## config.mk

```make
export PLATFORM = sky130hd
export DESIGN_NAME = rms_regulator_mode_regs
export DESIGN_NICKNAME = d
export VERILOG_FILES = /design/src/hw/rms_reg_word.v /design/src/hw/rms_regulator_mode_regs.v
export VERILOG_INCLUDE_DIRS = /design/src /design/src/hw
export SDC_FILE = /design/constraint.sdc
export NUM_CORES = 1
export LEC_CHECK = 0
export BUFFER_PORTS_ARGS = -buffer_cell sky130_fd_sc_hd__clkbuf_2
export CORE_MARGIN = 1
export CORE_UTILIZATION = 48
export DETAILED_ROUTE_END_ITERATION = 12
export GPL_ROUTABILITY_DRIVEN = 0
export PLACE_DENSITY_LB_ADDON = 0.15
export SLEW_MARGIN = 0
export SYNTH_ARGS = -nofsm -noshare
export SYNTH_HDL_FRONTEND = slang
export SYNTH_HIERARCHICAL = 1
export SYNTH_SLANG_ARGS = --single-unit
```

## constraint.sdc

```tcl
create_clock -name clock -period 2.2 [get_ports clock]
set_input_delay 0.11 -clock clock [delete_from_list [all_inputs] [get_ports clock]]
set_output_delay 0.11 -clock clock [all_outputs]
set_load 0.01 [all_outputs]
```

## src/hw/rms_consts.vh

```
// register offsets, field positions, masks and reset values for the regulator mode bank
`ifndef RMS_CONSTS_VH
`define RMS_CONSTS_VH
`define RMS_IDX_BUCK_MODE 6'h1d
`define RMS_IDX_VSEL_A 6'h1e
`define RMS_IDX_VSEL_B 6'h1f
`define RMS_IDX_ENMODE_A 6'h20
`define RMS_IDX_ENMODE_B 6'h21
`define RMS_IDX_MISC 6'h22
`define RMS_BUCK3_MODE_LSB 0
`define RMS_BUCK3_HOLD_BIT 4
`define RMS_BUCK3_UOFF_BIT 5
`define RMS_BUCK4_MODE_LSB 8
`define RMS_BUCK4_HOLD_BIT 12
`define RMS_BUCK4_UOFF_BIT 13
`define RMS_BOOST_EN_BIT 20
`define RMS_BUCK_MODE_PWM 4'h5
`define RMS_BUCK_MODE_RST 4'ha
`define RMS_WMASK_BUCK 24'h10_3f3f
`define RMS_SYSMASK_BUCK 24'h00_0f0f
`define RMS_OFFMASK_BUCK 24'h00_3030
`define RMS_RST_BUCK 24'h00_0a0a
`define RMS_WMASK_VSEL_A 24'h07_5ff3
`define RMS_SYSMASK_VSEL_A 24'h07_4003
`define RMS_RST_VSEL_A 24'h02_4000
`define RMS_WMASK_VSEL_B 24'h00_01fc
`define RMS_SYSMASK_VSEL_B 24'h00_01fc
`define RMS_RST_VSEL_B 24'h00_01d8
`define RMS_WMASK_ENMODE_A 24'h1f_fe3f
`define RMS_SYSMASK_ENMODE_A 24'h1f_6c37
`define RMS_RST_ENMODE_A 24'h00_0000
`define RMS_WMASK_ENMODE_B 24'h1f_f3ef
`define RMS_SYSMASK_ENMODE_B 24'h1f_f3ef
`define RMS_RST_ENMODE_B 24'h00_0000
`define RMS_WMASK_MISC 24'h00_3fc1
`define RMS_SYSMASK_MISC 24'h00_3fc1
`define RMS_RST_MISC 24'h00_0000
`define RMS_PSLVERR_UNMAPPED 1'b1
`endif

```

## src/hw/rms_reg_word.v

```verilog
// one 24-bit register word with per-bit reset domains
`timescale 1ns/1ns
module rms_reg_word #(
  parameter [23:0] WMASK = 24'h00_0000,
  parameter [23:0] SYSMASK = 24'h00_0000,
  parameter [23:0] OFFMASK = 24'h00_0000,
  parameter [23:0] RSTVAL = 24'h00_0000
) (
  // clock and resets
  input wire clock,
  input wire sys_rst,
  input wire off_rst,
  // write port
  input wire wr_en,
  input wire [23:0] wr_data,
  // optional load from sequencer
  input wire ld_en,
  input wire [23:0] ld_mask,
  input wire [23:0] ld_data,
  // contents
  output wire [23:0] value
);
  reg [23:0] word_q;
  reg [23:0] word_d;

  always @* begin
    word_d = word_q;
    if (wr_en) begin
      word_d = (word_q & ~WMASK) | (wr_data & WMASK);
    end
    if (ld_en) begin
      word_d = (word_d & ~ld_mask) | (ld_data & ld_mask);
    end
    // reset domains override by bit
    if (off_rst) begin
      word_d = (word_d & ~OFFMASK) | (RSTVAL & OFFMASK);
    end
    if (sys_rst) begin
      word_d = (word_d & ~SYSMASK) | (RSTVAL & SYSMASK);
    end
    // (RQ21) unused bits zero
    word_d = word_d & WMASK;
  end

  always @(posedge clock) begin
    word_q <= word_d;
  end

  assign value = word_q;
endmodule // rms_reg_word

```

## src/hw/rms_regulator_mode_regs.v

```verilog
// regulator mode setting register bank with apb slave
//
// Overview of operation
// (RQ1) each sequencer run reloads both buck mode fields from the strap-chosen default.
// (RQ2) enabled bucks default to fixed pwm, no skipping, normal and standby; with the strap high the code loads 1010 instead.
// (RQ3) buck3 mode bits 0-3 reset 1010; hold bit 4, user-off bit 5 off-reset.
// (RQ4) buck4 mode bits 8-11 reset 1010; hold bit 12, user-off bit 13 off-reset.
// (RQ5) boost enable bit 20, never reset, set by power-up configuration.
// (RQ6) ldo1 enable, standby, mode at bits 0-2, system reset to 0.
// (RQ7) io-high enable bit 3 unreset; standby bit 4 system reset to 0.
// (RQ8) digital ldo enable bit 9 unreset; standby bit 10 resets to 0.
// (RQ9) ldo2 enable bit 12 unreset; standby 13 and mode 14 reset 0.
// (RQ10) pll ldo enable bit 15 unreset; standby bit 16 resets to 0.
// (RQ11) usb aux enable bit 18 and standby bit 19 reset to 0.
// (RQ12) ldo3 enable, standby, mode, external pass at bits 0-3, reset 0.
// (RQ13) camera ldo enable, standby, mode, external pass at bits 6-9, reset 0.
// (RQ14) video ldo enable 12, standby 13, mode 14, reset to 0.
// (RQ15) audio ldo enable 15 and standby 16, reset to 0.
// (RQ16) card ldo enable 18, standby 19, mode 20, reset to 0.
// (RQ17) short-circuit protect enable misc bit 0, reset off.
// (RQ18) general outputs 1-4 enable/standby pairs bits 6-13, reset 0.
// (RQ19) voltage select a fields with their reset or unreset defaults.
// (RQ20) voltage select b: video 10, audio 01, card 111 on reset.
// (RQ21) unused bits read 0 and ignore writes; spares are plain storage.
// (RQ22) 24-bit words read and written by register number.
`timescale 1ns/1ns
`include "rms_consts.vh"
module rms_regulator_mode_regs #(
  parameter [3:0] BUCK_MODE_STRAP0 = `RMS_BUCK_MODE_PWM,
  parameter [3:0] BUCK_MODE_STRAP1 = `RMS_BUCK_MODE_RST
) (
  // clock and resets
  input wire clock,
  input wire sys_rst,
  input wire off_rst,
  // power-up sequencer
  input wire seq_run,
  input wire power_up_strap_selection,
  input wire [23:0] seq_cfg_data,
  // apb slave
  input wire psel,
  input wire penable,
  input wire pwrite,
  input wire [31:0] paddr,
  input wire [31:0] pwdata,
  output reg [31:0] prdata,
  output reg pready,
  output reg pslverr,
  // register contents to the analog side
  output reg [23:0] buck_boost_mode_control,
  output reg [23:0] ldo_voltage_select_a,
  output reg [23:0] ldo_voltage_select_b,
  output reg [23:0] ldo_enable_mode_a,
  output reg [23:0] ldo_enable_mode_b,
  output reg [23:0] power_misc_control
);
  wire [23:0] buck_w;
  wire [23:0] vsa_w;
  wire [23:0] vsb_w;
  wire [23:0] ema_w;
  wire [23:0] emb_w;
  wire [23:0] misc_w;
  reg [2:0] seq_sync_q;
  reg seq_level_q;
  reg seq_prev_q;
  reg [2:0] strap_sync_q;
  reg strap_q;
  reg seq_pulse_d;
  reg [3:0] buck_dflt_d;
  reg [23:0] seq_mask_d;
  reg [23:0] seq_data_d;
  reg acc_q;
  reg [31:0] rdata_d;
  reg hit_d;
  reg ready_d;
  reg err_d;
  reg [31:0] resp_d;
  wire [5:0] idx;
  wire wr_go;
  wire wr_buck;
  wire wr_vsa;
  wire wr_vsb;
  wire wr_ema;
  wire wr_emb;
  wire wr_misc;

  function is_mapped;
    input [31:0] a;
    begin
      is_mapped = (a[1:0] == 2'b00) && (a[31:8] == 24'h00_0000) &&
        (a[7:2] >= `RMS_IDX_BUCK_MODE) && (a[7:2] <= `RMS_IDX_MISC);
    end
  endfunction

  // write strobe of one register word
  function sel_write;
    input go;
    input [5:0] at;
    input [5:0] code;
    begin
      sel_write = go && (at == code);
    end
  endfunction

  // sequencer start and strap: three flip-flops, a change counts once the last two agree
  always @(posedge clock) begin
    if (sys_rst) begin
      seq_sync_q <= 3'b000;
      seq_level_q <= 1'b0;
      seq_prev_q <= 1'b0;
      strap_sync_q <= 3'b000;
      strap_q <= 1'b0;
    end else begin
      seq_sync_q <= {seq_sync_q[1:0], seq_run};
      strap_sync_q <= {strap_sync_q[1:0], power_up_strap_selection};
      if (seq_sync_q[2] == seq_sync_q[1]) begin
        seq_level_q <= seq_sync_q[2];
      end
      seq_prev_q <= seq_level_q;
      if (strap_sync_q[2] == strap_sync_q[1]) begin
        strap_q <= strap_sync_q[2];
      end
    end
  end

  always @* begin
    // settled rising level starts one reload
    seq_pulse_d = seq_level_q & ~seq_prev_q;
    // (RQ1) strap picks default
    buck_dflt_d = strap_q ? BUCK_MODE_STRAP1 : BUCK_MODE_STRAP0;
    // (RQ2) default mode: pwm with strap low, reset mode 1010 with strap high
    seq_mask_d = 24'h00_0000;
    seq_mask_d[`RMS_BUCK3_MODE_LSB +: 4] = 4'hf;
    seq_mask_d[`RMS_BUCK4_MODE_LSB +: 4] = 4'hf;
    seq_mask_d[`RMS_BOOST_EN_BIT] = 1'b1;
    seq_data_d = 24'h00_0000;
    seq_data_d[`RMS_BUCK3_MODE_LSB +: 4] = buck_dflt_d;
    seq_data_d[`RMS_BUCK4_MODE_LSB +: 4] = buck_dflt_d;
    // (RQ5) boost from config
    seq_data_d[`RMS_BOOST_EN_BIT] = seq_cfg_data[`RMS_BOOST_EN_BIT];
  end

  // apb access phase takes one wait-free cycle
  assign idx = paddr[7:2];
  // (RQ22) write by register number
  assign wr_go = psel & penable & pwrite & ~acc_q & is_mapped(paddr);
  // one write strobe per register word
  assign wr_buck = sel_write(wr_go, idx, `RMS_IDX_BUCK_MODE);
  assign wr_vsa = sel_write(wr_go, idx, `RMS_IDX_VSEL_A);
  assign wr_vsb = sel_write(wr_go, idx, `RMS_IDX_VSEL_B);
  assign wr_ema = sel_write(wr_go, idx, `RMS_IDX_ENMODE_A);
  assign wr_emb = sel_write(wr_go, idx, `RMS_IDX_ENMODE_B);
  assign wr_misc = sel_write(wr_go, idx, `RMS_IDX_MISC);

  // (RQ3) buck3 fields
  // (RQ4) buck4 fields
  rms_reg_word #(
    .WMASK(`RMS_WMASK_BUCK),
    .SYSMASK(`RMS_SYSMASK_BUCK),
    .OFFMASK(`RMS_OFFMASK_BUCK),
    .RSTVAL(`RMS_RST_BUCK)
  ) u_buck (
    .clock(clock),
    .sys_rst(sys_rst),
    .off_rst(off_rst),
    .wr_en(wr_buck),
    .wr_data(pwdata[23:0]),
    .ld_en(seq_pulse_d),
    .ld_mask(seq_mask_d),
    .ld_data(seq_data_d),
    .value(buck_w)
  );

  // (RQ19) voltage select a
  rms_reg_word #(
    .WMASK(`RMS_WMASK_VSEL_A),
    .SYSMASK(`RMS_SYSMASK_VSEL_A),
    .OFFMASK(24'h00_0000),
    .RSTVAL(`RMS_RST_VSEL_A)
  ) u_vsa (
    .clock(clock),
    .sys_rst(sys_rst),
    .off_rst(off_rst),
    .wr_en(wr_vsa),
    .wr_data(pwdata[23:0]),
    .ld_en(1'b0),
    .ld_mask(24'h00_0000),
    .ld_data(24'h00_0000),
    .value(vsa_w)
  );

  // (RQ20) voltage select b
  rms_reg_word #(
    .WMASK(`RMS_WMASK_VSEL_B),
    .SYSMASK(`RMS_SYSMASK_VSEL_B),
    .OFFMASK(24'h00_0000),
    .RSTVAL(`RMS_RST_VSEL_B)
  ) u_vsb (
    .clock(clock),
    .sys_rst(sys_rst),
    .off_rst(off_rst),
    .wr_en(wr_vsb),
    .wr_data(pwdata[23:0]),
    .ld_en(1'b0),
    .ld_mask(24'h00_0000),
    .ld_data(24'h00_0000),
    .value(vsb_w)
  );

  // (RQ6) ldo1 bits
  // (RQ7) io-high bits
  // (RQ8) digital ldo bits
  // (RQ9) ldo2 bits
  // (RQ10) pll ldo bits
  // (RQ11) usb aux bits
  rms_reg_word #(
    .WMASK(`RMS_WMASK_ENMODE_A),
    .SYSMASK(`RMS_SYSMASK_ENMODE_A),
    .OFFMASK(24'h00_0000),
    .RSTVAL(`RMS_RST_ENMODE_A)
  ) u_ema (
    .clock(clock),
    .sys_rst(sys_rst),
    .off_rst(off_rst),
    .wr_en(wr_ema),
    .wr_data(pwdata[23:0]),
    .ld_en(1'b0),
    .ld_mask(24'h00_0000),
    .ld_data(24'h00_0000),
    .value(ema_w)
  );

  // (RQ12) ldo3 bits
  // (RQ13) camera ldo bits
  // (RQ14) video ldo bits
  // (RQ15) audio ldo bits
  // (RQ16) card ldo bits
  rms_reg_word #(
    .WMASK(`RMS_WMASK_ENMODE_B),
    .SYSMASK(`RMS_SYSMASK_ENMODE_B),
    .OFFMASK(24'h00_0000),
    .RSTVAL(`RMS_RST_ENMODE_B)
  ) u_emb (
    .clock(clock),
    .sys_rst(sys_rst),
    .off_rst(off_rst),
    .wr_en(wr_emb),
    .wr_data(pwdata[23:0]),
    .ld_en(1'b0),
    .ld_mask(24'h00_0000),
    .ld_data(24'h00_0000),
    .value(emb_w)
  );

  // (RQ17) protect enable
  // (RQ18) general outputs
  rms_reg_word #(
    .WMASK(`RMS_WMASK_MISC),
    .SYSMASK(`RMS_SYSMASK_MISC),
    .OFFMASK(24'h00_0000),
    .RSTVAL(`RMS_RST_MISC)
  ) u_misc (
    .clock(clock),
    .sys_rst(sys_rst),
    .off_rst(off_rst),
    .wr_en(wr_misc),
    .wr_data(pwdata[23:0]),
    .ld_en(1'b0),
    .ld_mask(24'h00_0000),
    .ld_data(24'h00_0000),
    .value(misc_w)
  );

  // (RQ22) read by register number
  always @* begin
    hit_d = is_mapped(paddr);
    rdata_d = 32'h0000_0000;
    case (idx)
      `RMS_IDX_BUCK_MODE: begin
        rdata_d = {8'h00, buck_w};
      end
      `RMS_IDX_VSEL_A: begin
        rdata_d = {8'h00, vsa_w};
      end
      `RMS_IDX_VSEL_B: begin
        rdata_d = {8'h00, vsb_w};
      end
      `RMS_IDX_ENMODE_A: begin
        rdata_d = {8'h00, ema_w};
      end
      `RMS_IDX_ENMODE_B: begin
        rdata_d = {8'h00, emb_w};
      end
      `RMS_IDX_MISC: begin
        rdata_d = {8'h00, misc_w};
      end
      default: begin
        rdata_d = 32'h0000_0000;
      end
    endcase
    if (!hit_d) begin
      rdata_d = 32'h0000_0000;
    end
  end

  // answer for the access cycle, worked out in the setup cycle
  always @* begin
    ready_d = 1'b0;
    err_d = 1'b0;
    resp_d = 32'h0000_0000;
    if (psel && !penable) begin
      ready_d = 1'b1;
      err_d = ~hit_d & `RMS_PSLVERR_UNMAPPED;
      if (!pwrite) begin
        resp_d = rdata_d;
      end
    end
  end

  // apb answer: pready high in the cycle after the setup phase
  always @(posedge clock) begin
    if (sys_rst) begin
      acc_q <= 1'b0;
      pready <= 1'b0;
      pslverr <= 1'b0;
      prdata <= 32'h0000_0000;
    end else begin
      acc_q <= psel & penable & ~acc_q;
      pready <= ready_d;
      pslverr <= err_d;
      prdata <= resp_d;
    end
  end

  // outputs from flip-flops
  always @(posedge clock) begin
    buck_boost_mode_control <= buck_w;
    ldo_voltage_select_a <= vsa_w;
    ldo_voltage_select_b <= vsb_w;
    ldo_enable_mode_a <= ema_w;
    ldo_enable_mode_b <= emb_w;
    power_misc_control <= misc_w;
  end
endmodule // rms_regulator_mode_regs

```

# Word level (Yosys, flattened, before mapping)
# Index checks and enable logic that the tools add are counted.
word_totals:
  ff_bits: 204
  inputBits: 96
  out_inout_bits: 178
  wordCells: 68
op_classes:
  n_lt_le_gt_ge: 2
  n_eq_ne: 8
  muxes: 8
  n_bitwise: 11
  reduce_logical: 15
ops:
  columns: ["op", "count"]
  rows:
  - ["21-bit case mux with 6 select lines", 1]
  - ["21-bit two-way mux", 2]
  - ["24-bit logical NOT", 1]
  - ["20-bit by 21-bit OR with 21-bit output", 1]
  - ["6-bit by 5-bit == test with 1-bit output (second input constant)", 3]
  - ["6-bit == test (second input constant)", 3]
  - ["16-bit two-way mux", 1]
  - ["14-bit two-way mux", 1]
  - ["13-bit two-way mux", 1]
  - ["1-bit logical AND", 10]
  - ["1-bit AND", 6]
  - ["6-bit by 5-bit >= comparator with 1-bit output (second input constant)", 1]
  - ["6-bit less-or-equal comparator (second input constant)", 1]
  - ["4-bit two-way mux", 1]
  - ["1-bit NOT", 4]
  - ["4-bit OR reduction", 1]
  - ["1-bit == test", 2]
  - ["2-bit logical NOT", 1]
  - ["2-bit OR reduction", 1]
  - ["1-bit logical NOT", 1]
  - ["1-bit two-way mux", 1]

# Depth between registers and ports, before layout
# Gate-level depths: netlist (run 1).
logic_depth:
  ltp_word: 10
  ltp_mapped: 10
  ltp_nobuf: 6

# By module
# The synthesis (run 1) kept the hierarchy.
modules_own_cells:
  columns: ["module", "n_inst", "cells_per_inst", "area_per_inst_um2", "seq_area_each_um2"]
  rows:
  - ["rms_regulator_mode_regs", 1, 380, 5106.1, 3603.5]
  - ["rms_reg_word at u_emb", 1, 105, 1026.0, 360.3]
  - ["rms_reg_word at u_ema", 1, 99, 997.2, 360.3]
  - ["rms_reg_word at u_vsa", 1, 81, 855.8, 300.3]
  - ["rms_reg_word at u_buck", 1, 81, 782.0, 260.2]
  - ["rms_reg_word at u_misc", 1, 64, 608.1, 180.2]
  - ["rms_reg_word at u_vsb", 1, 56, 493.0, 140.1]

# Worst setup path before layout (run 1)
# OpenSTA, ideal clock, no wires.
synth_timing:
  kind: "input-to-reg"
  startpoint: "in paddr[6]"
  endpoint: "reg u_ema.word_q[12] (netlist: u_ema/value[12])"
  setup_ps: 121
  t_arrival_ps: 1963
  t_required_ps: 2079
  slack_ps: 116
  path_stages: 8
  n_path_buf: 3
  cell_sequence: "or4b_4 -> nand2b_4 -> buf_6 -> buf_6 -> nor3_1 -> buf_6 -> mux2_4 -> mux2_2"
synth_between:
  elab_chain_len: 6
  elab_cells_between_ends: 8
  classes_between: "2 x order compare; 1 x eq/ne; 1 x mux; 1 x bitwise; 3 x reduce/logical"
synth_rtl:
  columns: ["element", "line_no", "source"]
  rows:
  - ["start, declared", "rms_regulator_mode_regs.v:44", "input wire [31:0] paddr,"]
  - ["6-bit by 5-bit >= comparator with 1-bit output (no line)", null, null]
  - ["1-bit logical AND (2 in a row)", "rms_regulator_mode_regs.v:90", "is_mapped = (a[1:0] == 2'b00) && (a[31:8] == 24'h00_0000) &&"]
  - ["1-bit AND", "rms_regulator_mode_regs.v:146", "assign wr_go = psel & penable & pwrite & ~acc_q & is_mapped(paddr);"]
  - ["1-bit logical AND *", "rms_regulator_mode_regs.v:101", "sel_write = go && (at == code);"]
  - ["named net wr_ema", "rms_regulator_mode_regs.v:83", "wire wr_ema;"]
  - ["16-bit two-way mux *", "rms_reg_word.v:28", "if (wr_en) begin"]
  - ["named net u_ema.word_d[12]", "rms_reg_word.v:24", "reg [23:0] word_d;"]
  - ["end signal, assigned", "rms_reg_word.v:46", "word_q <= word_d;"]
  - ["end, declared", "rms_reg_word.v:23", "reg [23:0] word_q;"]
# The timed path passes the listed nets; every way through them passes the cells marked *.
# A chain may end at the register's enable or synchronous reset.

# Worst setup path after layout (run 1)
layout_timing:
  startpoint: "reg acc_q"
  endpoint: "reg u_vsa.word_q[8] (netlist: u_vsa/value[8])"
layout_between:
  elab_chain_len: 5
layout_rtl:
  columns: ["element", "line_no", "source"]
  rows:
  - ["start, declared", "rms_regulator_mode_regs.v:72", "reg acc_q;"]
  - ["start signal, assigned", "rms_regulator_mode_regs.v:328", "acc_q <= psel & penable & ~acc_q;"]
  - ["1-bit NOT", "rms_regulator_mode_regs.v:146", null]
  - ["1-bit AND (2 in a row)", "rms_regulator_mode_regs.v:146", null]
  - ["1-bit logical AND", "rms_regulator_mode_regs.v:101", null]
  - ["named net wr_vsa", "rms_regulator_mode_regs.v:81", "wire wr_vsa;"]
  - ["13-bit two-way mux", "rms_reg_word.v:28", null]
  - ["named net u_vsa.word_d[8]", "rms_reg_word.v:24", null]
  - ["end signal, assigned", "rms_reg_word.v:46", null]
  - ["end, declared", "rms_reg_word.v:23", null]
# The timed path passes the listed nets, and every way through them passes these cells.

==> qor.yml, run 1 <==
timing:
  worst_slack_ps: 290
  rsz0062_at_grt: "false"
  finClkSkew_ps: 8.90
  max-slew-margin-rel_pct: 36.4
  finalHoldViolations: 0
  tightest_slew_ps: 953
  fmax_mhz: 524
  layout_worst_path_cycle_share_pct: 86.8
  final-setup-viol-count: 0
  slew_violations: 0
  whs_ps: 26.8
  finalCriticalPeriod_ps: 1910
detailed_routing:
  vias: 7361
  drt-pass1-iter-count: 4
  routedWlPerCell_um: 14.8
  drc: 0
  vias_per_cell: 4.45
  drt_iter0_drc: 205
  final_antenna_net_count: 0
  drt-total-wl_um: 24400
hold_path:
  hp-class: "in2reg"
placed_design:
  dpl_worst_slack_ps: -84.7
  placed_cell_area_um2: 11900
  portBuffers: 231
  hpwl_um: 17200
synthesis:
  synthTopCellsByArea: "dfxtp_1 (53%), mux2i_1 (12%), buf_4 (5.9%), and3b_1 (4.2%), a211oi_1 (4.0%)"
  yosysTopAreaCell: "dfxtp_1"
  synth-xor-area-share_pct: 0
  synth_mux_area_share_pct: 15.3
  yosys_warnings: 6
  yosys_register_bits: 260
  synth_area_um2: 9870
  ys_seq_area_share_pct: 52.7
  syn_avg_cell_area_um2: 11.4
  synth_compound_area_share_pct: 11.7
  yosysTopAreaCellShare_pct: 52.7
  synth-simple-area-share_pct: 10.6
  synth_top_family_by_area: "multiplexers"
  ys_types: 42
  syn-instance-count: 866
  synth-adder-area-share_pct: 0
cts:
  clk_path_buf_depth: 3
  clkSinkCount: 260
  clk_pin_slew_ps: 60
  ctsHtreeMaxLevel: 1
  cts_tree: "built"
  insertion_delay_ps: 520
  numCtsBuffers: 27
  cts-resized-gates: 0
  root_buffer: "clkbuf_16"
floorplan:
  rows: 52
  start_util_pct: 48.9
  io-pin-count: 274
  die_area_um2: 21100
  core-area_um2: 20200
  die_x_um: 145
  die_h_um: 145
power_and_ir_drop:
  p_leak_uw: 0.00604
  total_power_uw: 10700
  vdd_drop_max_mv: 0.547
  p_per_area_nw_per_um2: 816
worst_setup_path:
  crit_end: "u_vsa/value[8]$_DFF_P_"
  timing.rr.start: "acc_q$_SDFF_PP0_"
  end_kind: "register"
  worstPathArrival_ps: 2320
  crit_required_ps: 2610
  timing.critical_path.from_type: "register"
  crit_type: "reg2reg"
  timing.rr.end: "u_vsa/value[8]$_DFF_P_"
  cp_max_fo: 11
  r2r_cells: 6
  critPathLaunch: "acc_q$_SDFF_PP0_"
  rrSetupSlack_ps: 290
cells_and_area:
  layout_commonest_cell: "conb_1"
  area_delta_synth_final_pct: 33.0
  nNetsFinal: 1463
  final_core_util_pct: 65.1
  insertedDiodeCount: 0
  drive_above_1_share_pct: 26.7
  final_cell_area_um2: 13100
  layout_common_cells: "conb_1 (312), dfxtp_1 (260), clkbuf_2 (230)"
grt:
  grt_pass1_wl_um: 37800
  grt_max_degree: 84
  antenna_found_initial: 0
  grt_usage_pct: 23.0
  grt_pass1_vias: 7009
  overflow: 0
flow_run:
  max_cap_viol_count: 0
run_status:
  status: "complete, no violations"
## per-layer routing
metal	GRT usage, %	part of all wire, %	wire (um)	vias to the layer above
met5	0	0	0	-
li1	-	-	-	3728
met4	5.63	1.7	422	0
met1	30.3	46	11200	3381
met2	39.4	47	11500	217
met3	3.76	5.4	1310	35
## logic make-up (layout without fill, tap and decap cells)
group / after synthesis / in the layout
flip-flops: 260 / 260
multiplexers: 142 / 142
AND/OR/NAND/NOR: 176 / 176
other: 8 / 312
AO/OA/AOI/OAI: 155 / 155
buffers and inverters: 125 / 340
## power breakdown
| group | internal (uW) | switching [uW] |
|---|---|---|
| combinational | 418 | 486 |
| sequential | 4990 | 135 |
| clock | 2880 | 1800 |
## registers in the layout (all words and copies together), names as in the netlist, 9 cells and up
register,flops
buck_boost_mode_control,24
ldo_enable_mode_a,24
ldo_enable_mode_b,24
ldo_voltage_select_a,24
ldo_voltage_select_b,24
power_misc_control,24
prdata,24
u_buck/value,13
u_ema/value,18
u_emb/value,18
u_misc/value,9
u_vsa/value,15
## what timing repair did
action / CTS / global route
hold buffers: 27 / 0
hold endpoints to repair: 57 / 0
setup buffers: 0 / 0
## stage by stage
stage | TNS [ps] | cells
6_report | 0 | 1655
5_1_grt | 0 | 1655
4_1_cts | 0 | 1655
3_5_place_dp | -820 | 1581
3_3_place_gp | -163 | 1581
2_1_floorplan | 0 | 1170
## worst max-delay path, cell delays in order (launching register included)
cell	delay, ps
dfxtp_1	310
nor2_1	100
nand4_1	260
nor3_2	330
buf_12	190
mux2_2	350
mux2_2	260
## cell usage after synthesis, drive strengths merged
master and n:
nand4b 1, and4 1, a21oi 37, dfxtp 260
nor2b 8, conb 8, mux2i 114, inv 4
o22a 24, and3 1, nand4 2, and3b 55
o22ai 1, nor2 17, or3b 1, nor4 6
or4b 1, nand2 72, mux2 28, buf 111
a32oi 11, nand2b 2, nor3 7, a211oi 55
or2 1, o21ai 2, a31oi 1, clkbuf 10
and2 1, a22oi 24
## cell type report
type	instances	area (um^2)
Fill cell	1704	7050
Timing Repair Buffer	289	1720
Multi-Input combinational cell	785	4910
Sequential cell	260	5200
Tap cell	270	338
Clock buffer	38	807
Inverter	4	15.0
Clock inverter	9	123
## worst min path at each step
stage | cells after the start | startpoint | end
floorplan | 1 | off_rst | u_buck/value[12]$_SDFF_PP0_
global placement | 2 | power_up_strap_selection | strap_sync_q[0]$_SDFF_PP0_
detailed placement | 2 | power_up_strap_selection | strap_sync_q[0]$_SDFF_PP0_
CTS | 3 | pwdata[2] | u_emb/value[2]$_SDFF_PP0_
global route | 3 | pwdata[2] | u_ema/value[2]$_SDFF_PP0_
finish | 3 | pwdata[2] | u_emb/value[2]$_SDFF_PP0_
Power figures use the tool's default switching activity.
==> run 2: changes to the inputs <==
--- a/config.mk
+++ b/config.mk
@@ -7,8 +7,9 @@
 export NUM_CORES = 1
 export LEC_CHECK = 0
 export BUFFER_PORTS_ARGS = -buffer_cell sky130_fd_sc_hd__clkbuf_2
+export CORE_ASPECT_RATIO = 1.2
 export CORE_MARGIN = 1
-export CORE_UTILIZATION = 48
+export CORE_UTILIZATION = 50
 export DETAILED_ROUTE_END_ITERATION = 12
 export GPL_ROUTABILITY_DRIVEN = 0
 export PLACE_DENSITY_LB_ADDON = 0.15
==> constraint.sdc (replaced) <==
create_clock -name clock -period 2.3 [get_ports clock]
set_input_delay 0.115 -clock clock [delete_from_list [all_inputs] [get_ports clock]]
set_output_delay 0.115 -clock clock [all_outputs]
set_load 0.01 [all_outputs]
==> run 2 against run 1 <==
Compared with the run above:
- cell area is 2.1% lower
- hold slack got worse by 2.5 ps
- first-iteration DRC count increased by 10%
- sequential power shrank 4.3%
- critical endpoint is now u_vsa/value[6]$_DFF_P_
- largest cell class unchanged
- largest power group unchanged
- highest routed layer unchanged
==> qor.yml, run 2 (synthesis results as in run 1) <==
timing:
  max-slew-margin-rel_pct: 38.0
  slew_violations: 0
  finClkSkew_ps: 10.1
  finalHoldViolations: 0
  fmax_mhz: 533
  final-setup-viol-count: 0
  tightest_slew_ps: 930
  fin_tns_setup_ps: 0
  finalCriticalPeriod_ps: 1880
  rsz0062_at_grt: "false"
  layout_worst_path_cycle_share_pct: 81.5
detailed_routing:
  drt-pass1-iter-count: 4
  drc: 0
  drt-total-wl_um: 24600
  final_antenna_net_count: 0
  routedWlPerCell_um: 15.1
  vias: 7393
  drt_iter0_drc: 226
  vias_per_cell: 4.54
grt:
  antenna_found_initial: 0
  grt_pass1_vias: 7193
  grt_usage_pct: 24.4
  overflow: 0
  grt_pass1_wl_um: 37700
  grt_max_degree: 84
floorplan:
  rows: 55
  die_area_um2: 20300
  io-pin-count: 274
  core-area_um2: 19100
  start_util_pct: 51.8
  die_h_um: 156
  die_x_um: 130
cells_and_area:
  insertedDiodeCount: 0
  layout_common_cells: "conb_1 (312), dfxtp_1 (260), clkbuf_2 (230)"
  area_delta_synth_final_pct: 30.2
  final_cell_area_um2: 12800
  final_core_util_pct: 67.4
  nNetsFinal: 1455
  drive_above_1_share_pct: 26.0
  fillCellCount: 1578
  layout_commonest_cell: "conb_1"
power_and_ir_drop:
  p_per_area_nw_per_um2: 750
  p_clk_share_pct: 40.2
  p_sw_share_pct: 23.3
  seq_power_share_pct: 50.8
  intPower_uw: 7390
  power_switching_uw: 2250
  p_leak_uw: 0.00593
  combPwrFrac_pct: 9.0
  vdd_drop_max_mv: 0.526
cts:
  cts_tree: "built"
  clkSinkCount: 260
  clk_pin_slew_ps: 60
  numCtsBuffers: 25
  insertion_delay_ps: 520
  root_buffer: "clkbuf_16"
  clk_path_buf_depth: 3
  cts-resized-gates: 0
  ctsHtreeMaxLevel: 1
worst_setup_path:
  timing.critical_path.from_type: "register"
  crit_type: "reg2reg"
  cp_max_fo: 15
  crit_required_ps: 2710
  end_kind: "register"
  timing.rr.start: "acc_q$_SDFF_PP0_"
  worstPathArrival_ps: 2280
  rrSetupSlack_ps: 420
  r2r_cells: 7
  timing.rr.end: "u_vsa/value[6]$_DFF_P_"
hold_path:
  hp-class: "in2reg"
  hold_depth: 3
  hp-start: "pwdata[9]"
  holdPathEnd: "u_buck/value[9]$_SDFF_PP1_"
run_status:
  status: "complete, no violations"
placed_design:
  hpwl_um: 16900
  portBuffers: 231
  placed_cell_area_um2: 11800
flow_run:
  max_cap_viol_count: 0
## run 2: cell count changes in the layout (fill, tap and decap cells not counted)
cell           previous run  this run
inv_6                     0         1
clkbuf_8                  9         4
clkinvlp_4                1         0
dlygate4sd3_1            27        24
clkinv_2                  5         4
clkbuf_1                  2         6
bufinv_16                 3         1
buf_12                    5         2
clkbuf_16                27        25
## run 2: how the worst max path moves through the flow
stage	startpoint	cells after the start	slack [ps]	endpoint
floorplan	paddr[6]	8	210	u_ema/value[12]$_DFF_P_
CTS	acc_q$_SDFF_PP0_	7	400	u_vsa/value[6]$_DFF_P_
global route	acc_q$_SDFF_PP0_	7	350	u_vsa/value[6]$_DFF_P_
finish	acc_q$_SDFF_PP0_	7	420	u_vsa/value[6]$_DFF_P_
global placement	paddr[1]	9	80	u_vsa/value[10]$_DFF_P_
detailed placement	paddr[1]	9	60	u_vsa/value[9]$_DFF_P_
## run 2: critical path, stage by stage (launching register included)
cell and delay [ps]:
dfxtp_1 310, nor2_1 100, nand4_1 100, buf_4 180, nor3_2 240, buf_12 220, mux2_2 350, mux2_2 260
## run 2: power by group through the flow
stage | Clock, uW | Sequential (uW) | Combinational, uW
floorplan | 0 | 5040 | 519
global placement | 0 | 4990 | 782
detailed placement | 0 | 5000 | 792
CTS | 3940 | 4900 | 829
global route | 4140 | 4930 | 960
finish | 3870 | 4900 | 864
## run 2: timing repair
action                                  4_1_cts  5_1_grt
setup buffers                                 0        0
endpoints found under the setup margin        0        0
hold buffers                                 24        0
hold endpoints to repair                     44        0
## run 2: cell type report
type	instances	area (um^2)	area share, %
clock inverters	6	58.8	0.458
repair buffers	283	1630	12.7
flip-flops and latches	260	5200	40.5
clock buffers	35	703	5.47
well taps	256	320	2.49
multi-input cells	785	4910	38.2
inverters	4	15.0	0.117
## run 2: through the flow
stage          total power, uW  setup slack [ps]  instances  hold slack, ps
3_3_place_gp              5780              75.7       1564             336
4_1_cts                   9670               399       1629            14.8
2_1_floorplan             5560               211       1170             188
3_5_place_dp              5790              59.1       1564             335
5_1_grt                  10000               346       1629            31.0
6_report                  9640               425       1629            24.3
## run 2: per-layer routing
metal	track usage [%]	up-vias	wire (um)
li1	-	3690	-
met1	28.7	3448	9900
met2	44.8	210	12800
met3	3.81	45	1340
met4	7.48	0	619
met5	0	-	0
==> run 3: changes to the inputs <==
==> constraint.sdc (replaced) <==
create_clock -name clock -period 1.9 [get_ports clock]
set_input_delay 0.095 -clock clock [delete_from_list [all_inputs] [get_ports clock]]
set_output_delay 0.095 -clock clock [all_outputs]
set_load 0.01 [all_outputs]
==> run 3 against run 2 <==
Compared with the run above:
- cell count grew 0.68%
- power grew 24%
- sequential share of layout area shrank 0.72 points
- combinational power grew 23%
- setup slack lost 330 ps
- non-clock buffer count grew 9
- first-iteration DRC count grew 38%
- critical endpoint is now u_ema/value[12]$_DFF_P_
==> qor.yml, run 3 (synthesis results as in run 1) <==
run_status:
  status: "complete, no violations"
timing:
  rsz0062_at_grt: "false"
  layout_worst_path_cycle_share_pct: 94.8
  finClkSkew_ps: 7.41
  slew_violations: 0
  finalHoldViolations: 0
  worst_slack_ps: 98.7
  fin_tns_setup_ps: 0
  finalCriticalPeriod_ps: 1800
  fmax_mhz: 555
  max-slew-margin-rel_pct: 38.2
  tightest_slew_ps: 928
  final-setup-viol-count: 0
worst_setup_path:
  rrSetupSlack_ps: 100
  timing.critical_path.from_type: "register"
  crit_type: "reg2reg"
  timing.rr.start: "acc_q$_SDFF_PP0_"
  r2r_cells: 7
  worstPathArrival_ps: 2210
  cp_max_fo: 8
  crit_end: "u_ema/value[12]$_DFF_P_"
  critPathLaunch: "acc_q$_SDFF_PP0_"
  end_kind: "register"
  timing.rr.end: "u_ema/value[12]$_DFF_P_"
  crit_required_ps: 2310
hold_path:
  hp-start: "pwdata[1]"
  hp-class: "in2reg"
floorplan:
  core-area_um2: 19100
  die_area_um2: 20300
  rows: 55
  die_x_um: 130
  start_util_pct: 51.8
  die_h_um: 156
  io-pin-count: 274
placed_design:
  portBuffers: 231
  dpl_worst_slack_ps: -227
  hpwl_um: 17100
detailed_routing:
  drt_iter0_drc: 311
  routedWlPerCell_um: 14.8
  vias_per_cell: 4.48
  drt-pass1-iter-count: 4
  drt-total-wl_um: 24300
  vias: 7352
  final_antenna_net_count: 0
  drc: 0
power_and_ir_drop:
  p_per_area_nw_per_um2: 915
  p_leak_uw: 0.00606
  vdd_drop_max_mv: 0.713
cts:
  cts_setup_buffers: 0
  clk_path_buf_depth: 3
  numCtsBuffers: 25
  ctsHtreeMaxLevel: 1
  root_buffer: "clkbuf_16"
  cts_tree: "built"
  clkSinkCount: 260
  clk_pin_slew_ps: 60
  insertion_delay_ps: 520
cells_and_area:
  nNetsFinal: 1464
  layout_common_cells: "conb_1 (312), dfxtp_1 (260), clkbuf_2 (230)"
  drive_above_1_share_pct: 26.5
  insertedDiodeCount: 0
  area_delta_synth_final_pct: 32.5
  fillCellCount: 1572
  layout_commonest_cell: "conb_1"
grt:
  grt_pass1_vias: 7325
  grt_usage_pct: 24.3
  antenna_found_initial: 0
  overflow: 0
  grt_pass1_wl_um: 37700
  grt_max_degree: 84
flow_run:
  max_cap_viol_count: 0
-- run 3: changes by cell type in the layout (fill, tap and decap cells not counted) --
cell           previous run  this run
bufinv_16                 1         3
nor3_2                    5         2
dlygate4sd3_1            24        25
buf_12                    2         7
mux2_2                   14        11
buf_6                     0         3
mux2_4                   14        17
nor3_4                    0         3
-- run 3: critical path, cell delays in order (launching register included) --
cell and delay, ps:
dfxtp_1 310, nor2_1 100, nand4_1 120, buf_4 190, nor3_4 210, buf_12 180
mux2_4 310, mux2_2 270
-- run 3: worst min path at each step --
stage                                  endpoint  cells past startpoint
CTS                   u_vsb/value[4]$_SDFF_PP1_                      3
global placement     strap_sync_q[0]$_SDFF_PP0_                      2
global route          u_ema/value[4]$_SDFF_PP0_                      3
detailed placement   strap_sync_q[0]$_SDFF_PP0_                      2
finish               u_buck/value[1]$_SDFF_PP1_                      3
floorplan           u_buck/value[12]$_SDFF_PP0_                      1
-- run 3: report_power, final --
part	total, uW	internal (uW)	switching, uW
registers	5930	5770	159
clock network	4980	2980	2000
logic	1060	490	568
-- run 3: cell type report --
| cell class | instances | area (um^2) | area share, % |
|---|---|---|---|
| flip-flops and latches | 260 | 5200 | 39.8 |
| multi-input cells | 785 | 4940 | 37.8 |
| repair buffers | 292 | 1780 | 13.6 |
| clock buffers | 35 | 703 | 5.38 |
| well taps | 256 | 320 | 2.45 |
| clock inverters | 8 | 119 | 0.909 |
| inverters | 4 | 15.0 | 0.115 |
-- run 3: stage by stage --
step | cell area (um^2) | cells | utilization [%] | power (uW) | hold slack (ps)
2_1_floorplan | 11000 | 1170 | - | 6740 | 168
3_3_place_gp | 12000 | 1572 | 62.9 | 7010 | 314
3_5_place_dp | 12000 | 1572 | 62.9 | 7030 | 312
4_1_cts | 13100 | 1640 | 68.5 | 12000 | 2.55
5_1_grt | 13100 | 1640 | 68.6 | 12500 | 18.8
6_report | 13100 | 1640 | 68.6 | 12000 | 12.6
-- run 3: repair_timing --
action	in CTS	in global routing
setup endpoints to repair	0	17
gates resized for setup	0	4
endpoints found under the hold margin	53	0
hold buffers	25	0
-- run 3: layer usage --
metal | GRT usage, % | wire (um) | vias up
li1 | - | - | 3710
met1 | 27.8 | 9740 | 3414
met2 | 46.0 | 12900 | 186
met3 | 3.77 | 1200 | 42
met4 | 6.64 | 478 | 0
met5 | 0 | 0 | -
